--- config.mk ---
export PLATFORM = sky130hd
export DESIGN_NAME = ssrp_port
export DESIGN_NICKNAME = d
export VERILOG_FILES = /design/src/shared/ssrp_pkg.sv /design/src/hdl/ssrp_port.sv
export SDC_FILE = /design/constraint.sdc
export NUM_CORES = 1
export LEC_CHECK = 0
export BUFFER_PORTS_ARGS = -buffer_cell sky130_fd_sc_hd__buf_2
export CAP_MARGIN = 15
export CORE_UTILIZATION = 54
export CTS_BUF_LIST = sky130_fd_sc_hd__clkbuf_4 sky130_fd_sc_hd__clkbuf_8
export CTS_CLUSTER_SIZE = 8
export DETAILED_ROUTE_END_ITERATION = 6
export HOLD_SLACK_MARGIN = 0.03
export MAX_ROUTING_LAYER = met4
export PLACE_DENSITY = 0.78
export RECOVER_POWER = 100
export SLEW_MARGIN = 20
export SYNTH_ARGS = -nofsm -noshare
export SYNTH_HDL_FRONTEND = slang
export SYNTH_SLANG_ARGS = --single-unit
--- constraint.sdc ---
create_clock -name clk -period 4 [get_ports clk]
set_input_delay 1 -clock clk [delete_from_list [all_inputs] [get_ports clk]]
set_output_delay 1 -clock clk [all_outputs]
set_load 0.05 [all_outputs]
--- src/shared/ssrp_pkg.sv ---
`default_nettype none
package ssrp_pkg;
  // Fixed upper six bits of the I2C target address
  localparam logic [5:0] I2C_ADDR_HI = 6'h3B;
  // Configuration register and its three-wire bit
  localparam logic [7:0] CFG_ADDR     = 8'hF5;
  localparam int         CFG_3W_BIT   = 0;
  localparam logic       CFG_3W_RESET = 1'b0;
  // Implied register address MSB in SPI control bytes
  localparam logic [7:0] ADDR_MSB     = 8'h80;
  localparam logic [2:0] LAST_BIT     = 3'h7;
  // Write path FIFO: register address and data per word
  localparam int         FIFO_WIDTH   = 16;
  localparam int         FIFO_DEPTH   = 8;
  // Pin positions in the synchroniser vector; reset matches the idle-high pins
  localparam int         PIN_SCK      = 0;
  localparam int         PIN_CSB      = 1;
  localparam int         PIN_SDI      = 2;
  localparam int         PIN_SDO      = 3;
  localparam logic [3:0] SYNC_RESET   = 4'h7;
  localparam logic [7:0] BYTE_RESET   = 8'h00;
  typedef enum logic [1:0] {SPI_IDLE, SPI_CTRL, SPI_WDATA, SPI_RDATA} ssrp_spi_state_type;
  typedef enum logic [2:0] {I2C_IDLE, I2C_ADDR, I2C_AACK, I2C_RXB, I2C_RACK, I2C_TXB, I2C_MACK} ssrp_i2c_state_type;
endpackage : ssrp_pkg
`default_nettype wire

--- src/hdl/ssrp_port.sv ---
// Function
// Host I2C write: address with write bit, then address/data pairs, then stop.
// Host sends start register in a write, then stop or repeated start, before reading.
// I2C read returns consecutive registers until master not-acknowledge and stop.
// I2C address LSB follows the current address-select pin level.
// SPI mode 00 or 11 detected from clock level after select falls.
// Three-wire select makes serial-in a bidirectional data line.
// Serial-out pin stays high impedance in three-wire operation.
// Chip select is active low; undriven means inactive.
// SPI samples on rising clock, changes output on falling clock.
// Host frames SPI with select low/high, clock steady at select edges.
// SPI control byte: bit 7 direction, low seven bits address, MSB implied.
// Register F7h written with control 77h, read with F7h.
// SPI write is control/data pairs in one select, no auto increment.
// Host ends SPI write by raising select after last data byte.
// SPI read streams data while select low, address incrementing per byte.
// Read data leaves on serial-out in four-wire, serial-in in three-wire.
// First select low disables I2C until the next power-on reset.
// I2C never stretches the clock; clock is input only.
// Three-wire select lives in bit 0 of configuration register F5h.
// SPI bytes travel MSB first; direction flag is the first bit.
// I2C acknowledges own address and received bytes, ignores other targets; here a data byte that meets a full FIFO gets a not-acknowledge.
`timescale 1ns/1ps
`default_nettype none

////////////////////////////////////////////////////////////////////////////////
module ssrp_fifo #(
  parameter int WIDTH = 16,
  parameter int DEPTH = 8
) (
  input  wire logic             clk,       // System clock
  input  wire logic             reset,     // Synchronous reset
  input  wire logic             in_valid,  // Push request
  output logic                  in_ready,  // Room for a word
  input  wire logic [WIDTH-1:0] in_data,   // Word pushed
  output logic                  out_valid, // Word available
  input  wire logic             out_ready, // Consumer takes word
  output logic      [WIDTH-1:0] out_data   // Head word
);
  localparam int AW = $clog2(DEPTH);
  logic [WIDTH-1:0] mem [DEPTH];
  logic [AW:0]      wr_ptr;
  logic [AW:0]      rd_ptr;

  // Extra pointer bit tells full from empty
  assign in_ready  = (wr_ptr[AW-1:0] != rd_ptr[AW-1:0]) || (wr_ptr[AW] == rd_ptr[AW]);
  assign out_valid = wr_ptr != rd_ptr;
  assign out_data  = mem[rd_ptr[AW-1:0]];

  // Storage write
  always_ff @(posedge clk)
  begin
    if (in_valid && in_ready)
    begin
      mem[wr_ptr[AW-1:0]] <= in_data;
    end
  end

  // Pointer update
  always_ff @(posedge clk)
  begin
    if (reset)
    begin
      wr_ptr <= '0;
      rd_ptr <= '0;
    end
    else
    begin
      if (in_valid && in_ready)
        wr_ptr <= wr_ptr + 1'b1;
      if (out_valid && out_ready)
        rd_ptr <= rd_ptr + 1'b1;
    end
  end
endmodule : ssrp_fifo

////////////////////////////////////////////////////////////////////////////////
module ssrp_port (
  input  wire logic       clk,               // System clock, 10 MHz
  input  wire logic       reset,             // Synchronous power-on reset
  input  wire logic       sck,               // Serial clock pin
  input  wire logic       csb_n,             // Chip select pin, active low
  input  wire logic       sdi_in,            // Serial-in / SDA pin level
  output logic            sdi_out,           // Serial-in pin drive value
  output logic            sdi_oe,            // Serial-in pin drive enable
  input  wire logic       sdo_in,            // Serial-out / address-select level
  output logic            sdo_out,           // Serial-out pin drive value
  output logic            sdo_oe,            // Serial-out pin drive enable
  output logic            wr_valid,          // Register write available
  input  wire logic       wr_ready,          // Register file takes write
  output logic      [7:0] wr_addr,           // Register write address
  output logic      [7:0] wr_data,           // Register write data
  output logic      [7:0] rd_addr,           // Register read address
  input  wire logic [7:0] rd_data,           // Register read data, same cycle
  output logic            three_wire_select, // Three-wire SPI enabled
  output logic            spi_mode11,        // Last SPI frame began with clock high
  output logic            i2c_disabled,      // I2C front end locked out
  output logic            wr_dropped         // SPI write lost to a full FIFO
);
  logic [3:0] pin_raw;
  logic [3:0] sync1;
  logic [3:0] sync2;
  logic [3:0] sync3;
  logic       sck_l;
  logic       sck_rise;
  logic       sck_fall;
  logic       csb_fall;
  logic       csb_rise;
  logic       sda_l;
  logic       sda_rise;
  logic       sda_fall;
  logic       asel_l;
  logic [7:0] spi_byte;
  logic [7:0] i2c_byte;

  ssrp_pkg::ssrp_spi_state_type spi_state;
  logic [2:0] spi_cnt;
  logic [7:0] spi_sh;
  logic [7:0] spi_addr;
  logic [7:0] spi_wbyte;
  logic       spi_push;
  logic       spi_rd_set;
  logic       spi_rd_next;
  logic       spi_shift;
  logic       spi_bit;

  ssrp_pkg::ssrp_i2c_state_type i2c_state;
  logic [2:0] i2c_cnt;
  logic [7:0] i2c_sh;
  logic [7:0] i2c_ptr;
  logic [7:0] i2c_wbyte;
  logic       i2c_pair;
  logic       i2c_read;
  logic       i2c_ack_ok;
  logic       i2c_ack_on;
  logic       i2c_oe;
  logic       i2c_push;
  logic       i2c_rd_set;
  logic       i2c_rd_next;
  logic       i2c_shift;

  logic       load_pend;
  logic [7:0] tx;
  logic       push_any;
  logic [7:0] push_addr;
  logic [7:0] push_data;
  logic       fifo_in_ready;
  logic [ssrp_pkg::FIFO_WIDTH-1:0] fifo_out;

  ////////////////////////////////////////////////////////////////////////////
  // Pin synchronisers; third stage only feeds edge detection
  assign pin_raw = {sdo_in, sdi_in, csb_n, sck};

  always_ff @(posedge clk)
  begin
    if (reset)
    begin
      sync1 <= ssrp_pkg::SYNC_RESET;
      sync2 <= ssrp_pkg::SYNC_RESET;
      sync3 <= ssrp_pkg::SYNC_RESET;
    end
    else
    begin
      sync1 <= pin_raw;
      sync2 <= sync1;
      sync3 <= sync2;
    end
  end

  // Edge terms from the settled stages
  assign sck_l    = sync2[ssrp_pkg::PIN_SCK];
  assign sck_rise = sck_l & ~sync3[ssrp_pkg::PIN_SCK];
  assign sck_fall = ~sck_l & sync3[ssrp_pkg::PIN_SCK];
  // select low is active
  assign csb_fall = ~sync2[ssrp_pkg::PIN_CSB] & sync3[ssrp_pkg::PIN_CSB];
  assign csb_rise = sync2[ssrp_pkg::PIN_CSB] & ~sync3[ssrp_pkg::PIN_CSB];
  assign sda_l    = sync2[ssrp_pkg::PIN_SDI];
  assign sda_rise = sda_l & ~sync3[ssrp_pkg::PIN_SDI];
  assign sda_fall = ~sda_l & sync3[ssrp_pkg::PIN_SDI];
  assign asel_l   = sync2[ssrp_pkg::PIN_SDO];
  // bytes assemble MSB first
  assign spi_byte = {spi_sh[6:0], sda_l};
  assign i2c_byte = {i2c_sh[6:0], sda_l};

  ////////////////////////////////////////////////////////////////////////////
  // Interface lock: only a power-on reset brings I2C back
  always_ff @(posedge clk)
  begin
    if (reset)
      i2c_disabled <= 1'b0;
    // lock on select low
    else if (csb_fall)
      i2c_disabled <= 1'b1;
  end

  ////////////////////////////////////////////////////////////////////////////
  // SPI front end; clock edges count only while select is low
  always_ff @(posedge clk)
  begin
    if (reset)
    begin
      spi_state   <= ssrp_pkg::SPI_IDLE;
      spi_cnt     <= '0;
      spi_sh      <= ssrp_pkg::BYTE_RESET;
      spi_addr    <= ssrp_pkg::BYTE_RESET;
      spi_wbyte   <= ssrp_pkg::BYTE_RESET;
      spi_push    <= 1'b0;
      spi_rd_set  <= 1'b0;
      spi_rd_next <= 1'b0;
      spi_shift   <= 1'b0;
      spi_bit     <= 1'b1;
      spi_mode11  <= 1'b0;
    end
    else
    begin
      spi_push    <= 1'b0;
      spi_rd_set  <= 1'b0;
      spi_rd_next <= 1'b0;
      spi_shift   <= 1'b0;
      if (csb_fall)
      begin
        spi_state  <= ssrp_pkg::SPI_CTRL;
        spi_cnt    <= '0;
        // clock level after select falls
        spi_mode11 <= sck_l;
      end
      else if (csb_rise)
        spi_state <= ssrp_pkg::SPI_IDLE;
      else if (spi_state != ssrp_pkg::SPI_IDLE)
      begin
        // sample on rising edge
        if (sck_rise)
        begin
          spi_sh  <= spi_byte;
          spi_cnt <= spi_cnt + 1'b1;
          if (spi_cnt == ssrp_pkg::LAST_BIT)
          begin
            case (spi_state)
              ssrp_pkg::SPI_CTRL:
              begin
                // direction flag and implied MSB
                // control 77h/F7h map to F7h
                spi_addr <= ssrp_pkg::ADDR_MSB | {1'b0, spi_byte[6:0]};
                spi_rd_set <= spi_byte[7];
                spi_state  <= spi_byte[7] ? ssrp_pkg::SPI_RDATA : ssrp_pkg::SPI_WDATA;
              end
              ssrp_pkg::SPI_WDATA:
              begin
                // each pair stands alone
                spi_wbyte <= spi_byte;
                spi_push  <= 1'b1;
                spi_state <= ssrp_pkg::SPI_CTRL;
              end
              ssrp_pkg::SPI_RDATA:
                // next address per byte
                spi_rd_next <= 1'b1;
              default:
                spi_state <= ssrp_pkg::SPI_IDLE;
            endcase
          end
        end
        // change output on falling edge
        if (sck_fall && spi_state == ssrp_pkg::SPI_RDATA)
        begin
          spi_bit   <= tx[7];
          spi_shift <= 1'b1;
        end
      end
    end
  end

  ////////////////////////////////////////////////////////////////////////////
  // I2C front end; SDA is only pulled low
  // clock never held
  always_ff @(posedge clk)
  begin
    if (reset)
    begin
      i2c_state   <= ssrp_pkg::I2C_IDLE;
      i2c_cnt     <= '0;
      i2c_sh      <= ssrp_pkg::BYTE_RESET;
      i2c_ptr     <= ssrp_pkg::BYTE_RESET;
      i2c_wbyte   <= ssrp_pkg::BYTE_RESET;
      i2c_pair    <= 1'b0;
      i2c_read    <= 1'b0;
      i2c_ack_ok  <= 1'b0;
      i2c_ack_on  <= 1'b0;
      i2c_oe      <= 1'b0;
      i2c_push    <= 1'b0;
      i2c_rd_set  <= 1'b0;
      i2c_rd_next <= 1'b0;
      i2c_shift   <= 1'b0;
    end
    else
    begin
      i2c_push    <= 1'b0;
      i2c_rd_set  <= 1'b0;
      i2c_rd_next <= 1'b0;
      i2c_shift   <= 1'b0;
      // locked front end stays silent
      if (i2c_disabled || csb_fall)
      begin
        i2c_state <= ssrp_pkg::I2C_IDLE;
        i2c_oe    <= 1'b0;
      end
      else if (sck_l && sda_fall)
      begin
        // start or repeated start
        i2c_state  <= ssrp_pkg::I2C_ADDR;
        i2c_cnt    <= '0;
        i2c_pair   <= 1'b0;
        i2c_ack_on <= 1'b0;
        i2c_oe     <= 1'b0;
      end
      else if (sck_l && sda_rise)
      begin
        i2c_state <= ssrp_pkg::I2C_IDLE;
        i2c_oe    <= 1'b0;
      end
      else
      begin
        case (i2c_state)
          ssrp_pkg::I2C_ADDR:
            if (sck_rise)
            begin
              i2c_sh  <= i2c_byte;
              i2c_cnt <= i2c_cnt + 1'b1;
              if (i2c_cnt == ssrp_pkg::LAST_BIT)
              begin
                // live address-select level
                // other targets ignored
                if (i2c_sh[6:0] == {ssrp_pkg::I2C_ADDR_HI, asel_l})
                begin
                  i2c_state  <= ssrp_pkg::I2C_AACK;
                  i2c_ack_ok <= 1'b1;
                  i2c_read   <= sda_l;
                  i2c_rd_set <= sda_l;
                end
                else
                  i2c_state <= ssrp_pkg::I2C_IDLE;
              end
            end
          ssrp_pkg::I2C_AACK, ssrp_pkg::I2C_RACK:
            if (sck_fall)
            begin
              // acknowledge slot
              i2c_ack_on <= ~i2c_ack_on;
              i2c_cnt    <= '0;
              if (!i2c_ack_on)
                i2c_oe <= i2c_ack_ok;
              else if (i2c_state == ssrp_pkg::I2C_AACK && i2c_read)
              begin
                i2c_state <= ssrp_pkg::I2C_TXB;
                i2c_oe    <= ~tx[7];
                i2c_shift <= 1'b1;
              end
              else
              begin
                i2c_oe    <= 1'b0;
                i2c_state <= i2c_ack_ok ? ssrp_pkg::I2C_RXB : ssrp_pkg::I2C_IDLE;
              end
            end
          ssrp_pkg::I2C_RXB:
            if (sck_rise)
            begin
              i2c_sh  <= i2c_byte;
              i2c_cnt <= i2c_cnt + 1'b1;
              if (i2c_cnt == ssrp_pkg::LAST_BIT)
              begin
                i2c_state <= ssrp_pkg::I2C_RACK;
                i2c_pair  <= ~i2c_pair;
                // address byte, then its data byte
                if (!i2c_pair)
                begin
                  i2c_ptr    <= i2c_byte;
                  i2c_ack_ok <= 1'b1;
                end
                else
                begin
                  // Full FIFO answers with a not-acknowledge
                  i2c_wbyte  <= i2c_byte;
                  i2c_ack_ok <= fifo_in_ready;
                  i2c_push   <= fifo_in_ready;
                end
              end
            end
          ssrp_pkg::I2C_TXB:
          begin
            if (sck_fall)
            begin
              i2c_oe    <= ~tx[7];
              i2c_shift <= 1'b1;
            end
            if (sck_rise)
            begin
              i2c_cnt <= i2c_cnt + 1'b1;
              if (i2c_cnt == ssrp_pkg::LAST_BIT)
                i2c_state <= ssrp_pkg::I2C_MACK;
            end
          end
          ssrp_pkg::I2C_MACK:
          begin
            if (sck_fall)
              i2c_oe <= 1'b0;
            // continue on acknowledge, stop on not-acknowledge
            if (sck_rise)
            begin
              i2c_cnt     <= '0;
              i2c_rd_next <= ~sda_l;
              i2c_state   <= sda_l ? ssrp_pkg::I2C_IDLE : ssrp_pkg::I2C_TXB;
            end
          end
          default:
            i2c_state <= ssrp_pkg::I2C_IDLE;
        endcase
      end
    end
  end

  ////////////////////////////////////////////////////////////////////////////
  // Read pointer and transmit byte; data is fetched one cycle after the address
  always_ff @(posedge clk)
  begin
    if (reset)
    begin
      rd_addr   <= ssrp_pkg::BYTE_RESET;
      load_pend <= 1'b0;
      tx        <= ssrp_pkg::BYTE_RESET;
    end
    else
    begin
      load_pend <= spi_rd_set | i2c_rd_set | spi_rd_next | i2c_rd_next;
      if (spi_rd_set)
        rd_addr <= spi_addr;
      else if (i2c_rd_set)
        rd_addr <= i2c_ptr;
      // auto increment
      else if (spi_rd_next || i2c_rd_next)
        rd_addr <= rd_addr + 1'b1;
      if (load_pend)
        tx <= rd_data;
      else if (spi_shift || i2c_shift)
        tx <= {tx[6:0], 1'b0};
    end
  end

  ////////////////////////////////////////////////////////////////////////////
  // Write path into the FIFO; only one front end is ever active
  assign push_any  = spi_push | i2c_push;
  assign push_addr = i2c_disabled ? spi_addr : i2c_ptr;
  assign push_data = i2c_disabled ? spi_wbyte : i2c_wbyte;

  // Configuration bit and overflow report
  always_ff @(posedge clk)
  begin
    if (reset)
    begin
      three_wire_select <= ssrp_pkg::CFG_3W_RESET;
      wr_dropped        <= 1'b0;
    end
    else
    begin
      wr_dropped <= spi_push & ~fifo_in_ready;
      // bit 0 of F5h
      if (push_any && fifo_in_ready && push_addr == ssrp_pkg::CFG_ADDR)
        three_wire_select <= push_data[ssrp_pkg::CFG_3W_BIT];
    end
  end

  ssrp_fifo #(
    .WIDTH (ssrp_pkg::FIFO_WIDTH),
    .DEPTH (ssrp_pkg::FIFO_DEPTH)
  ) u_fifo (
    .clk       (clk),
    .reset     (reset),
    .in_valid  (push_any),
    .in_ready  (fifo_in_ready),
    .in_data   ({push_addr, push_data}),
    .out_valid (wr_valid),
    .out_ready (wr_ready),
    .out_data  (fifo_out)
  );

  assign wr_addr = fifo_out[15:8];
  assign wr_data = fifo_out[7:0];

  ////////////////////////////////////////////////////////////////////////////
  // Pin drivers
  // read data pin follows wiring mode
  // serial-out released in three-wire
  assign sdo_out = spi_bit;
  assign sdo_oe  = (spi_state == ssrp_pkg::SPI_RDATA) & ~three_wire_select;
  // serial-in turns around in three-wire
  assign sdi_out = i2c_disabled ? spi_bit : 1'b0;
  assign sdi_oe  = i2c_disabled ? ((spi_state == ssrp_pkg::SPI_RDATA) & three_wire_select) : i2c_oe;
endmodule : ssrp_port
`default_nettype wire

# After elaboration in Yosys (flattened, before gate mapping)
# Memories as Yosys holds them, arrays and structs flattened. A register that Yosys moved wholly into a read port is not among the register bits.
# Index checks and enable logic that the tools add are counted.
dict set report word_totals {
  mem_count 1
  register_bits 111
  mem_bits_rw 128
  input_bits 15
  wordCells 253
}
# name depth width rd rd_clocked_by_memory_dff wr line_no
set mem_list {}
lappend mem_list {u_fifo.mem 8 16 1 1 1 ssrp_port.sv:41} ;# logic [WIDTH-1:0] mem [DEPTH];
dict set report classes {
  n_reduce_logical 56
  n_mux 72
  n_eq_ne 42
  bitwise_logic 39
  addsub 5
}
# cell n
set ops {}
lappend ops {{$mux W8} 7}
lappend ops {{$mux W3} 18}
lappend ops {{$mux W1} 39}
lappend ops {{$ne A4 B4 Y1 const B} 9}
lappend ops {{$reduce_and A9 Y1} 3}
lappend ops {{$ne A2 B2 Y1 const B} 13}
lappend ops {{$not A1 Y1} 26}
lappend ops {{$reduce_and A4 Y1} 6}
lappend ops {{$reduce_and A7 Y1} 3}
lappend ops {{$reduce_and A6 Y1} 3}
lappend ops {{$reduce_bool A2 Y1} 8}
lappend ops {{$reduce_or A8 Y1} 2}
lappend ops {{$eq A3 B3 Y1 const B} 5}
lappend ops {{$pmux W3 S5} 1}
lappend ops {{$reduce_bool A3 Y1} 5}
lappend ops {{$reduce_or A6 Y1} 2}
lappend ops {{$reduce_and A5 Y1} 2}
lappend ops {{$and A1 B1 Y1} 9}
lappend ops {{$ne A3 B3 Y1 const B} 3}
lappend ops {{$pmux W3 S3} 1}
lappend ops {{$add A4 B1 Y4 const B} 2}
lappend ops {{$add A8 B1 Y8 const B} 1}
lappend ops {{$eq A8 B8 Y1 const B} 1}
lappend ops {{$reduce_or A2 Y1} 4}
lappend ops {{22 further kinds} 41}

# Depth between registers and ports, before layout
# Gate-level depths: netlist of the first run.
dict set report depth {
  ltp_word 8
  depth_mapped 8
  mapped_depth_nobuf 6
}

# By module
# Synthesis of the first run repeated with hierarchy kept, for this count alone.
dict set report hier_totals {
  cells_unflattened 815
  hier_area_um2 10398.7
}
# mod cells_each n_inst area_each_um2
set by_module_without_submodules {}
lappend by_module_without_submodules {ssrp_fifo 269 1 5582.9}
lappend by_module_without_submodules {ssrp_port 546 1 4815.9}

# Worst setup path after synthesis of the first run
# Ideal clock, no wire load.
dict set report synth_path {
  kind {flip-flop to output port}
  from {register i2c_disabled}
  to {output sdi_oe}
  path_slack_ps 986
  arrival_time_ps 2014
  path_stages_with_launch 4
  path_buffers 2
  path_cell_list {dfxtp_1 -> buf_2 -> clkbuf_1 -> o21ai_0}
}
dict set report synth_via {
  elab_chain_cells 1
}
# element line_no
set synth_rtl {}
lappend synth_rtl {{start: declaration} ssrp_port.sv:97} ;# output logic i2c_disabled,
lappend synth_rtl {{start signal: assignment} ssrp_port.sv:190} ;# i2c_disabled <= 1'b0;
lappend synth_rtl {{start signal: assignment} ssrp_port.sv:193} ;# i2c_disabled <= 1'b1;
lappend synth_rtl {{$mux W1} ssrp_port.sv:495} ;# assign sdi_oe = i2c_disabled ? ((spi_state == ssrp_pkg::SPI_RDATA) & three_wire_select) : i2c_oe;
lappend synth_rtl {{end: declaration} ssrp_port.sv:85} ;# output logic sdi_oe,
# Every way passes these cells.

==> impl_summary.txt, run 1 <==
----------------------------------------------------
[Synth]
  Synth top area share ... 37.3%
  Number of storage elements in the synthesis netlist ... approximately 240
  Register area share after synthesis ... between 50 and 60%
  Cell area after technology mapping ... between 10,000 and 15,000 sq um
  Count of warnings emitted by yosys ... 0
  Number of library cell types mapped by synthesis ... ~70
  Async set-or-reset flop fraction in the synthesized netlist ... 0%
  Most used flip-flop cell after synthesis ... sky130_fd_sc_hd__edfxtp_1
  Instance count of the mapped netlist ... roughly 800
  EDFF count, synth ... 128
  Cell type with the largest total area after synthesis ... sky130_fd_sc_hd__edfxtp_1
  Synthesized netlist net count ... ~830
  Avg Cell Area, Syn ... 12.9 sq um
  Largest cells by area after synthesis ... sky130_fd_sc_hd__edfxtp_1 (37%), sky130_fd_sc_hd__dfxtp_1 (22%), sky130_fd_sc_hd__mux4_2 (7.0%)

[Global route]
  Largest net degree at the start of global routing ... 83
  Total overflow reported by the global router ... 0
  Total track usage ... between 20% and 30%
  Number of antenna violations at the first check in global routing ... 0
  First-pass GRT wire length ... approximately 32,000 um
  Number of global-route vias before repair ... between 6,000 and 7,000

[Setup path]
  Critical Path Start Type ... flip-flop
  Cell-by-cell trace of the critical path ... buf_12 > mux4_2 > mux2_2 > clkbuf_1
  Largest fanout on the critical path ... 18
  Setup crit end kind ... output pin
  CP Data Required Time ... 3.00 ns
  Crit path kind ... reg -> out
  Master of the slowest instance on the critical path ... sky130_fd_sc_hd__dfxtp_2
  Arrival time reported for the critical path endpoint ... about 2.6 ns
  Largest stage delay on the critical path ... between 0.6 and 0.7 ns

[CTS]
  # H-tree levels ... 2
  Clock transition at path regs ... about 0.06 ns
  CTS tree ... done
  Maximum root-to-sink buffer count ... 3
  Post-cts gate resize count ... 0
  Post-CTS Hold Buffers ... 0
  Clock latency at the later pin of the worst-skew pair ... 0.54 ns
  Clock sinks ... ~240
  TritonCTS Buffers ... 39
  Root buffer selected by CTS ... sky130_fd_sc_hd__clkbuf_8
  Number of buffers added for setup after CTS ... 0

[Place]
  Estimated wirelength of the detail-placed design ... between 10,000 and 15,000 um
  Final GP Congestion ... 0.898
  Number of buffers inserted by port buffering ... 47

[Power and ir drop]
  Ratio of total power to cell area ... approximately 420 nW/um^2
  Static power due to leakage ... 4.08 nW
  Largest vdd supply drop ... 0.252 mV

[Run]
  Max capacitance violation total ... 1

[Finish]
  Fraction of final layout cells with drive strength greater than 1 ... a little under a fifth
  Syn-to-layout area delta ... 11.2%
  Most common library cell in the layout ignoring fill and taps ... sky130_fd_sc_hd__edfxtp_1
  # diodes ... 0
  Layout filler cell count ... around 1,500
  Highest-count cells in the layout ignoring fill and taps ... sky130_fd_sc_hd__edfxtp_1 (128), sky130_fd_sc_hd__dfxtp_1 (113), sky130_fd_sc_hd__nand2_1 (59), sky130_fd_sc_hd__nor2_1 (59), sky130_fd_sc_hd__mux2i_1 (49)
  # nets final ... between 800 and 900

[STA]
  Unrepaired setup endpoints after global routing ... no
  Actual transition at the worst max-transition pin ... approximately 1.7 ns
  Max Freq ... roughly 280 MHz
  Final Slew Violations ... between 80 and 90
  Final number of setup-violating endpoints ... 0
  Clock Skew ... between 0.02 and 0.025 ns
  Slew headroom ... -10.3%
  Final period utilization ... about nine tenths
  Worst-case hold slack ... between 0.4 and 0.5 ns
  Number of hold-slack violations in the final timing report ... 0
  Crit path time final ... around 3.6 ns
  Setup TNS Final ... 0 ns

[Detailed routing]
  Wire length per cell after detailed routing ... around 18 um
  Pre-Repair DR Iteration Count ... 5
  Overall via count from detail_route ... roughly 6,500
  DRC violations left ... 0
  Number of vias per cell after detailed routing ... 5.76
  DRT Wirelength ... 20,300 um
  Initial DRC Count ... just under 400
  Post-route ant nets ... 0

[Run status]
  Violations in the final reports ... capacitance limit, slew limit
  Outcome ... complete, but fails checks

[Floorplanning]
  Row count ... 50
  Floorplan core area ... approximately 19,000 sq um
  Die Height ... ~140 um
  Number of top-level pins ... 48
  Starting density of the core ... ~55%
  Die area ... about 20,000 sq um
  Horizontal die dimension ... approximately 140 um

[Min path]
  Type of the worst min-delay path ... reg -> reg

----------------------------------------------------
==> power by group <==
group | internal, mW | switching (mW) | total [mW]
Combinational | 0.0330 | 0.0610 | 0.0939
Clock | 1.20 | 0.940 | 2.14
Sequential | 2.60 | 0.0178 | 2.61
==> flip-flops by register name (all words and copies together), names as in the netlist, 7 cells and up, named ones only <==
register and count:
i2c_sh 7, spi_sh 7, rd_addr 8, tx 8
spi_addr 8, i2c_ptr 8, i2c_wbyte 8, u_fifo.mem 128
spi_wbyte 8
==> metal layers <==
layer	GRT usage, %	vias to the layer above	routed length [um]
li1	-	3095	-
met1	26.7	3141	8820
met2	36.3	174	10100
met3	3.73	40	923
met4	7.11	0	382
met5	-	-	0
==> path summary, 6_finish.rpt <==
kind | slack [ns] | depth (start not counted) | end | startpoint
worst max register to register | 0.94 | 5 | u_fifo.mem[2][10]$_DFFE_PP_ | u_fifo.wr_ptr[1]$_SDFFE_PP0P_
worst max-delay path | 0.42 | 4 | wr_addr[6] | flip-flop
worst min-delay path | 0.41 | 1 | sync2[1]$_SDFF_PP1_ | sync1[1]$_SDFF_PP1_
worst min register to register | 0.41 | 1 | sync2[1]$_SDFF_PP1_ | sync1[1]$_SDFF_PP1_
==> logic make-up after synthesis <==
| family | count (synthesis) | share of synthesized area [%] |
|---|---|---|
| DFF | 242 | 59.4 |
| and+or+nand+nor | 232 | 11.8 |
| muxes | 117 | 15.7 |
| AOI/OAI and AO/OA | 114 | 7.21 |
| buffers and inverters | 67 | 2.67 |
| adders and majority gates | 15 | 1.82 |
| xor gates and xnor gates | 14 | 1.41 |
==> cell usage after synthesis, drive strengths merged, types with 9 or more instances <==
cell type  instances
a21oi             44
buf               15
clkbuf            30
dfxtp            114
edfxtp           128
ha                15
inv               22
mux2              36
mux2i             49
mux4              32
nand2             59
nand3             16
nand4              9
nor2              59
nor2b             10
nor3              14
o21ai             25
or2               11
==> through the flow <==
| stage | total power [mW] | cell area [sq um] | utilization, % | std cells | worst slack [ns] |
|---|---|---|---|---|---|
| 2_1_floorplan | 2.74 | 10300 | - | 801 | 0.986 |
| 5_1_grt | 5.01 | 11500 | 61.3 | 1120 | 0.290 |
| 3_5_place_dp | 2.76 | 10800 | 57.6 | 1049 | 1.02 |
| 4_1_cts | 4.90 | 11600 | 61.9 | 1120 | 0.436 |
| 3_3_place_gp | 2.76 | 10800 | 57.6 | 1049 | 1.06 |
| 6_report | 4.85 | 11500 | 61.3 | 1120 | 0.421 |
==> final cells by class <==
class / instances / area (sq um) / area share, %
inverters: 22 / 82.6 / 0.720
well taps: 234 / 293 / 2.55
clock buffers: 64 / 756 / 6.59
clock inverters: 7 / 48.8 / 0.426
flip-flops and latches: 242 / 6130 / 53.5
repair buffers: 59 / 262 / 2.28
multi-input cells: 492 / 3890 / 34.0
==> worst max-delay path, delay by kind of cell (launching register included) <==
family	cells	cell delay [ns]
buffers and inverters	2	0.55
DFF	1	0.67
muxes	2	0.80
(Power assumes the default switching activity.)
==> run 2: changes to the inputs <==
clock period = 3.8 ns   (was 4 ns; I/O delays follow)
==> impl_summary.txt, run 2 (synthesis results as in run 1) <==
----------------------------------------------------
[Run status]
  Outcome ... complete, but fails checks (unchanged)
  Violations in the final reports ... capacitance limit, slew limit (unchanged)

[Floorplanning]
  Horizontal die dimension ... 140 um (unchanged)
  Die Height ... 140 um (unchanged)
  Die area ... 19,600 sq um (unchanged)
  Floorplan core area ... 18,700 sq um (unchanged)
  Row count ... 50 (unchanged)
  Starting density of the core ... 55.1% (unchanged)
  Number of top-level pins ... 48 (unchanged)

[Power and ir drop]
  Ratio of total power to cell area ... 448 nW/um^2 (was 423 nW/um^2)
  Largest vdd supply drop ... 0.332 mV (was 0.252 mV)
  Design internal power ... 4.08 mW (was 3.83 mW)
  Static power due to leakage ... 4.10 nW (was 4.08 nW)
  Reported net switching power ... 1.06 mW (was 1.02 mW)
  Share of power burned in the clock network ... 44.5% (was 44.2%)
  Combinational Power Share ... 2.0% (was 1.9%)
  Share of total power in sequential cells ... 53.5% (was 53.9%)
  Fraction of power spent switching nets ... 20.6% (was 21.0%)
  Overall power consumption ... 5.14 mW (was 4.85 mW)

[Place]
  Estimated wirelength of the detail-placed design ... 13,200 um (was 13,000 um)
  Final GP Congestion ... 0.870 (was 0.898)
  Number of buffers inserted by port buffering ... 47 (unchanged)

[Setup path]
  Crit path kind ... reg -> out (unchanged)
  Setup crit end kind ... output pin (unchanged)
  Largest fanout on the critical path ... 19 (was 18)
  Arrival time reported for the critical path endpoint ... 2.50 ns (was 2.58 ns)
  Critical Path Start Type ... flip-flop (unchanged)
  CP Data Required Time ... 2.85 ns (was 3.00 ns)

[Finish]
  # diodes ... 0 (unchanged)
  Max FFs per register ... 128 (unchanged)
  Syn-to-layout area delta ... 11.3% (was 11.2%)
  Fraction of final layout cells with drive strength greater than 1 ... 20.0% (was 19.2%)
  Most common library cell in the layout ignoring fill and taps ... sky130_fd_sc_hd__edfxtp_1 (unchanged)
  Highest-count cells in the layout ignoring fill and taps ... sky130_fd_sc_hd__edfxtp_1 (128), sky130_fd_sc_hd__dfxtp_1 (113), sky130_fd_sc_hd__nand2_1 (59), sky130_fd_sc_hd__nor2_1 (59), sky130_fd_sc_hd__mux2i_1 (49) (unchanged)
  # nets final ... 886 (unchanged)

[Global route]
  Largest net degree at the start of global routing ... 93 (was 83)
  Number of antenna violations at the first check in global routing ... 0 (unchanged)
  Number of global-route vias before repair ... 6,317 (was 6,168)
  First-pass GRT wire length ... 32,900 um (was 32,400 um)
  Total overflow reported by the global router ... 0 (unchanged)
  Total track usage ... 22.1% (was 21.7%)

[CTS]
  Clock latency at the later pin of the worst-skew pair ... 0.53 ns (was 0.54 ns)
  Post-cts gate resize count ... 0 (unchanged)
  Post-CTS Hold Buffers ... 0 (unchanged)
  CTS tree ... done (unchanged)
  Clock sinks ... 242 (unchanged)
  Root buffer selected by CTS ... sky130_fd_sc_hd__clkbuf_8 (unchanged)
  TritonCTS Buffers ... 39 (unchanged)
  # H-tree levels ... 2 (unchanged)
  Maximum root-to-sink buffer count ... 3 (unchanged)
  Number of buffers added for setup after CTS ... 0 (unchanged)
  Clock transition at path regs ... 0.06 ns (about the same)

[Detailed routing]
  Post-route ant nets ... 0 (unchanged)
  Pre-Repair DR Iteration Count ... 5 (unchanged)
  DRC violations left ... 0 (unchanged)
  Number of vias per cell after detailed routing ... 5.84 (was 5.76)
  Initial DRC Count ... 441 (was 388)
  DRT Wirelength ... 20,700 um (was 20,300 um)
  Overall via count from detail_route ... 6,540 (was 6,450)
  Wire length per cell after detailed routing ... 18.5 um (was 18.1 um)

[Run]
  Max capacitance violation total ... 1 (unchanged)

[Min path]
  Type of the worst min-delay path ... reg -> reg (unchanged)

[STA]
  Slew headroom ... -25.3% (was -10.3%)
  Final number of setup-violating endpoints ... 0 (unchanged)
  Actual transition at the worst max-transition pin ... 1.88 ns (was 1.65 ns)
  Crit path time final ... roughly 3.5 ns
  Clock Skew ... 0.0212 ns (was 0.0213 ns)
  Final period utilization ... 90.8%
  Max Freq ... between 200 and 300 MHz
  Unrepaired setup endpoints after global routing ... no (unchanged)
  Setup TNS Final ... 0 ns (unchanged)
  Final Slew Violations ... 93 (was 83)
  Number of hold-slack violations in the final timing report ... 0 (unchanged)

----------------------------------------------------
## run 2: power by group through the flow
| stage | Clock (mW) | Sequential (mW) | Combinational (mW) |
|---|---|---|---|
| floorplan | 0 | 2.80 | 0.0819 |
| global placement | 0 | 2.81 | 0.101 |
| detailed placement | 0 | 2.81 | 0.101 |
| CTS | 2.34 | 2.75 | 0.102 |
| global route | 2.45 | 2.75 | 0.109 |
| finish | 2.29 | 2.75 | 0.101 |
## run 2: routing by layer
metal  vias up  part of all wire (%)  global-route usage (%)
met1      3217                    42                    26.9
met3        34                   5.1                    3.45
met2       192                    51                    38.1
met4         0                   1.6                    6.65
met5         -                     0                       -
li1       3097                     -                       -
## run 2: metrics by stage
stage / setup slack, ns / instances / instance area, sq um / hold WS (ns) / util, %
2_1_floorplan: 0.836 / 801 / 10300 / 0.389 / -
3_3_place_gp: 0.928 / 1049 / 10800 / 0.391 / 57.6
3_5_place_dp: 0.885 / 1049 / 10800 / 0.394 / 57.6
4_1_cts: 0.306 / 1119 / 11600 / 0.407 / 62.0
5_1_grt: 0.193 / 1119 / 11500 / 0.420 / 61.3
6_report: 0.350 / 1119 / 11500 / 0.406 / 61.3
## run 2: worst paths after layout
path	startpoint	to	slack [ns]	cells past startpoint
min reg2reg	sync1[0]$_SDFF_PP1_	sync2[0]$_SDFF_PP1_	0.41	1
max	flip-flop	wr_addr[4]	0.35	4
min	sync1[0]$_SDFF_PP1_	sync2[0]$_SDFF_PP1_	0.41	1
max reg2reg	u_fifo.wr_ptr[1]$_SDFFE_PP0P_	u_fifo.mem[0][2]$_DFFE_PP_	0.67	5
## run 2: cell type report
class / instances / area [sq um]
flip-flops and latches: 242 / 6130
well taps: 234 / 293
fillers: 1408 / 7230
clock inverters: 4 / 37.5
multi-input cells: 492 / 3870
clock buffers: 66 / 790
inverters: 22 / 82.6
repair buffers: 59 / 273
## run 2: critical path, cell delays in order (launching register included)
cell and delay [ns]:
sky130_fd_sc_hd__dfxtp_2 0.66, sky130_fd_sc_hd__buf_12 0.26, sky130_fd_sc_hd__mux4_2 0.52, sky130_fd_sc_hd__mux2_2 0.28, sky130_fd_sc_hd__clkbuf_2 0.23
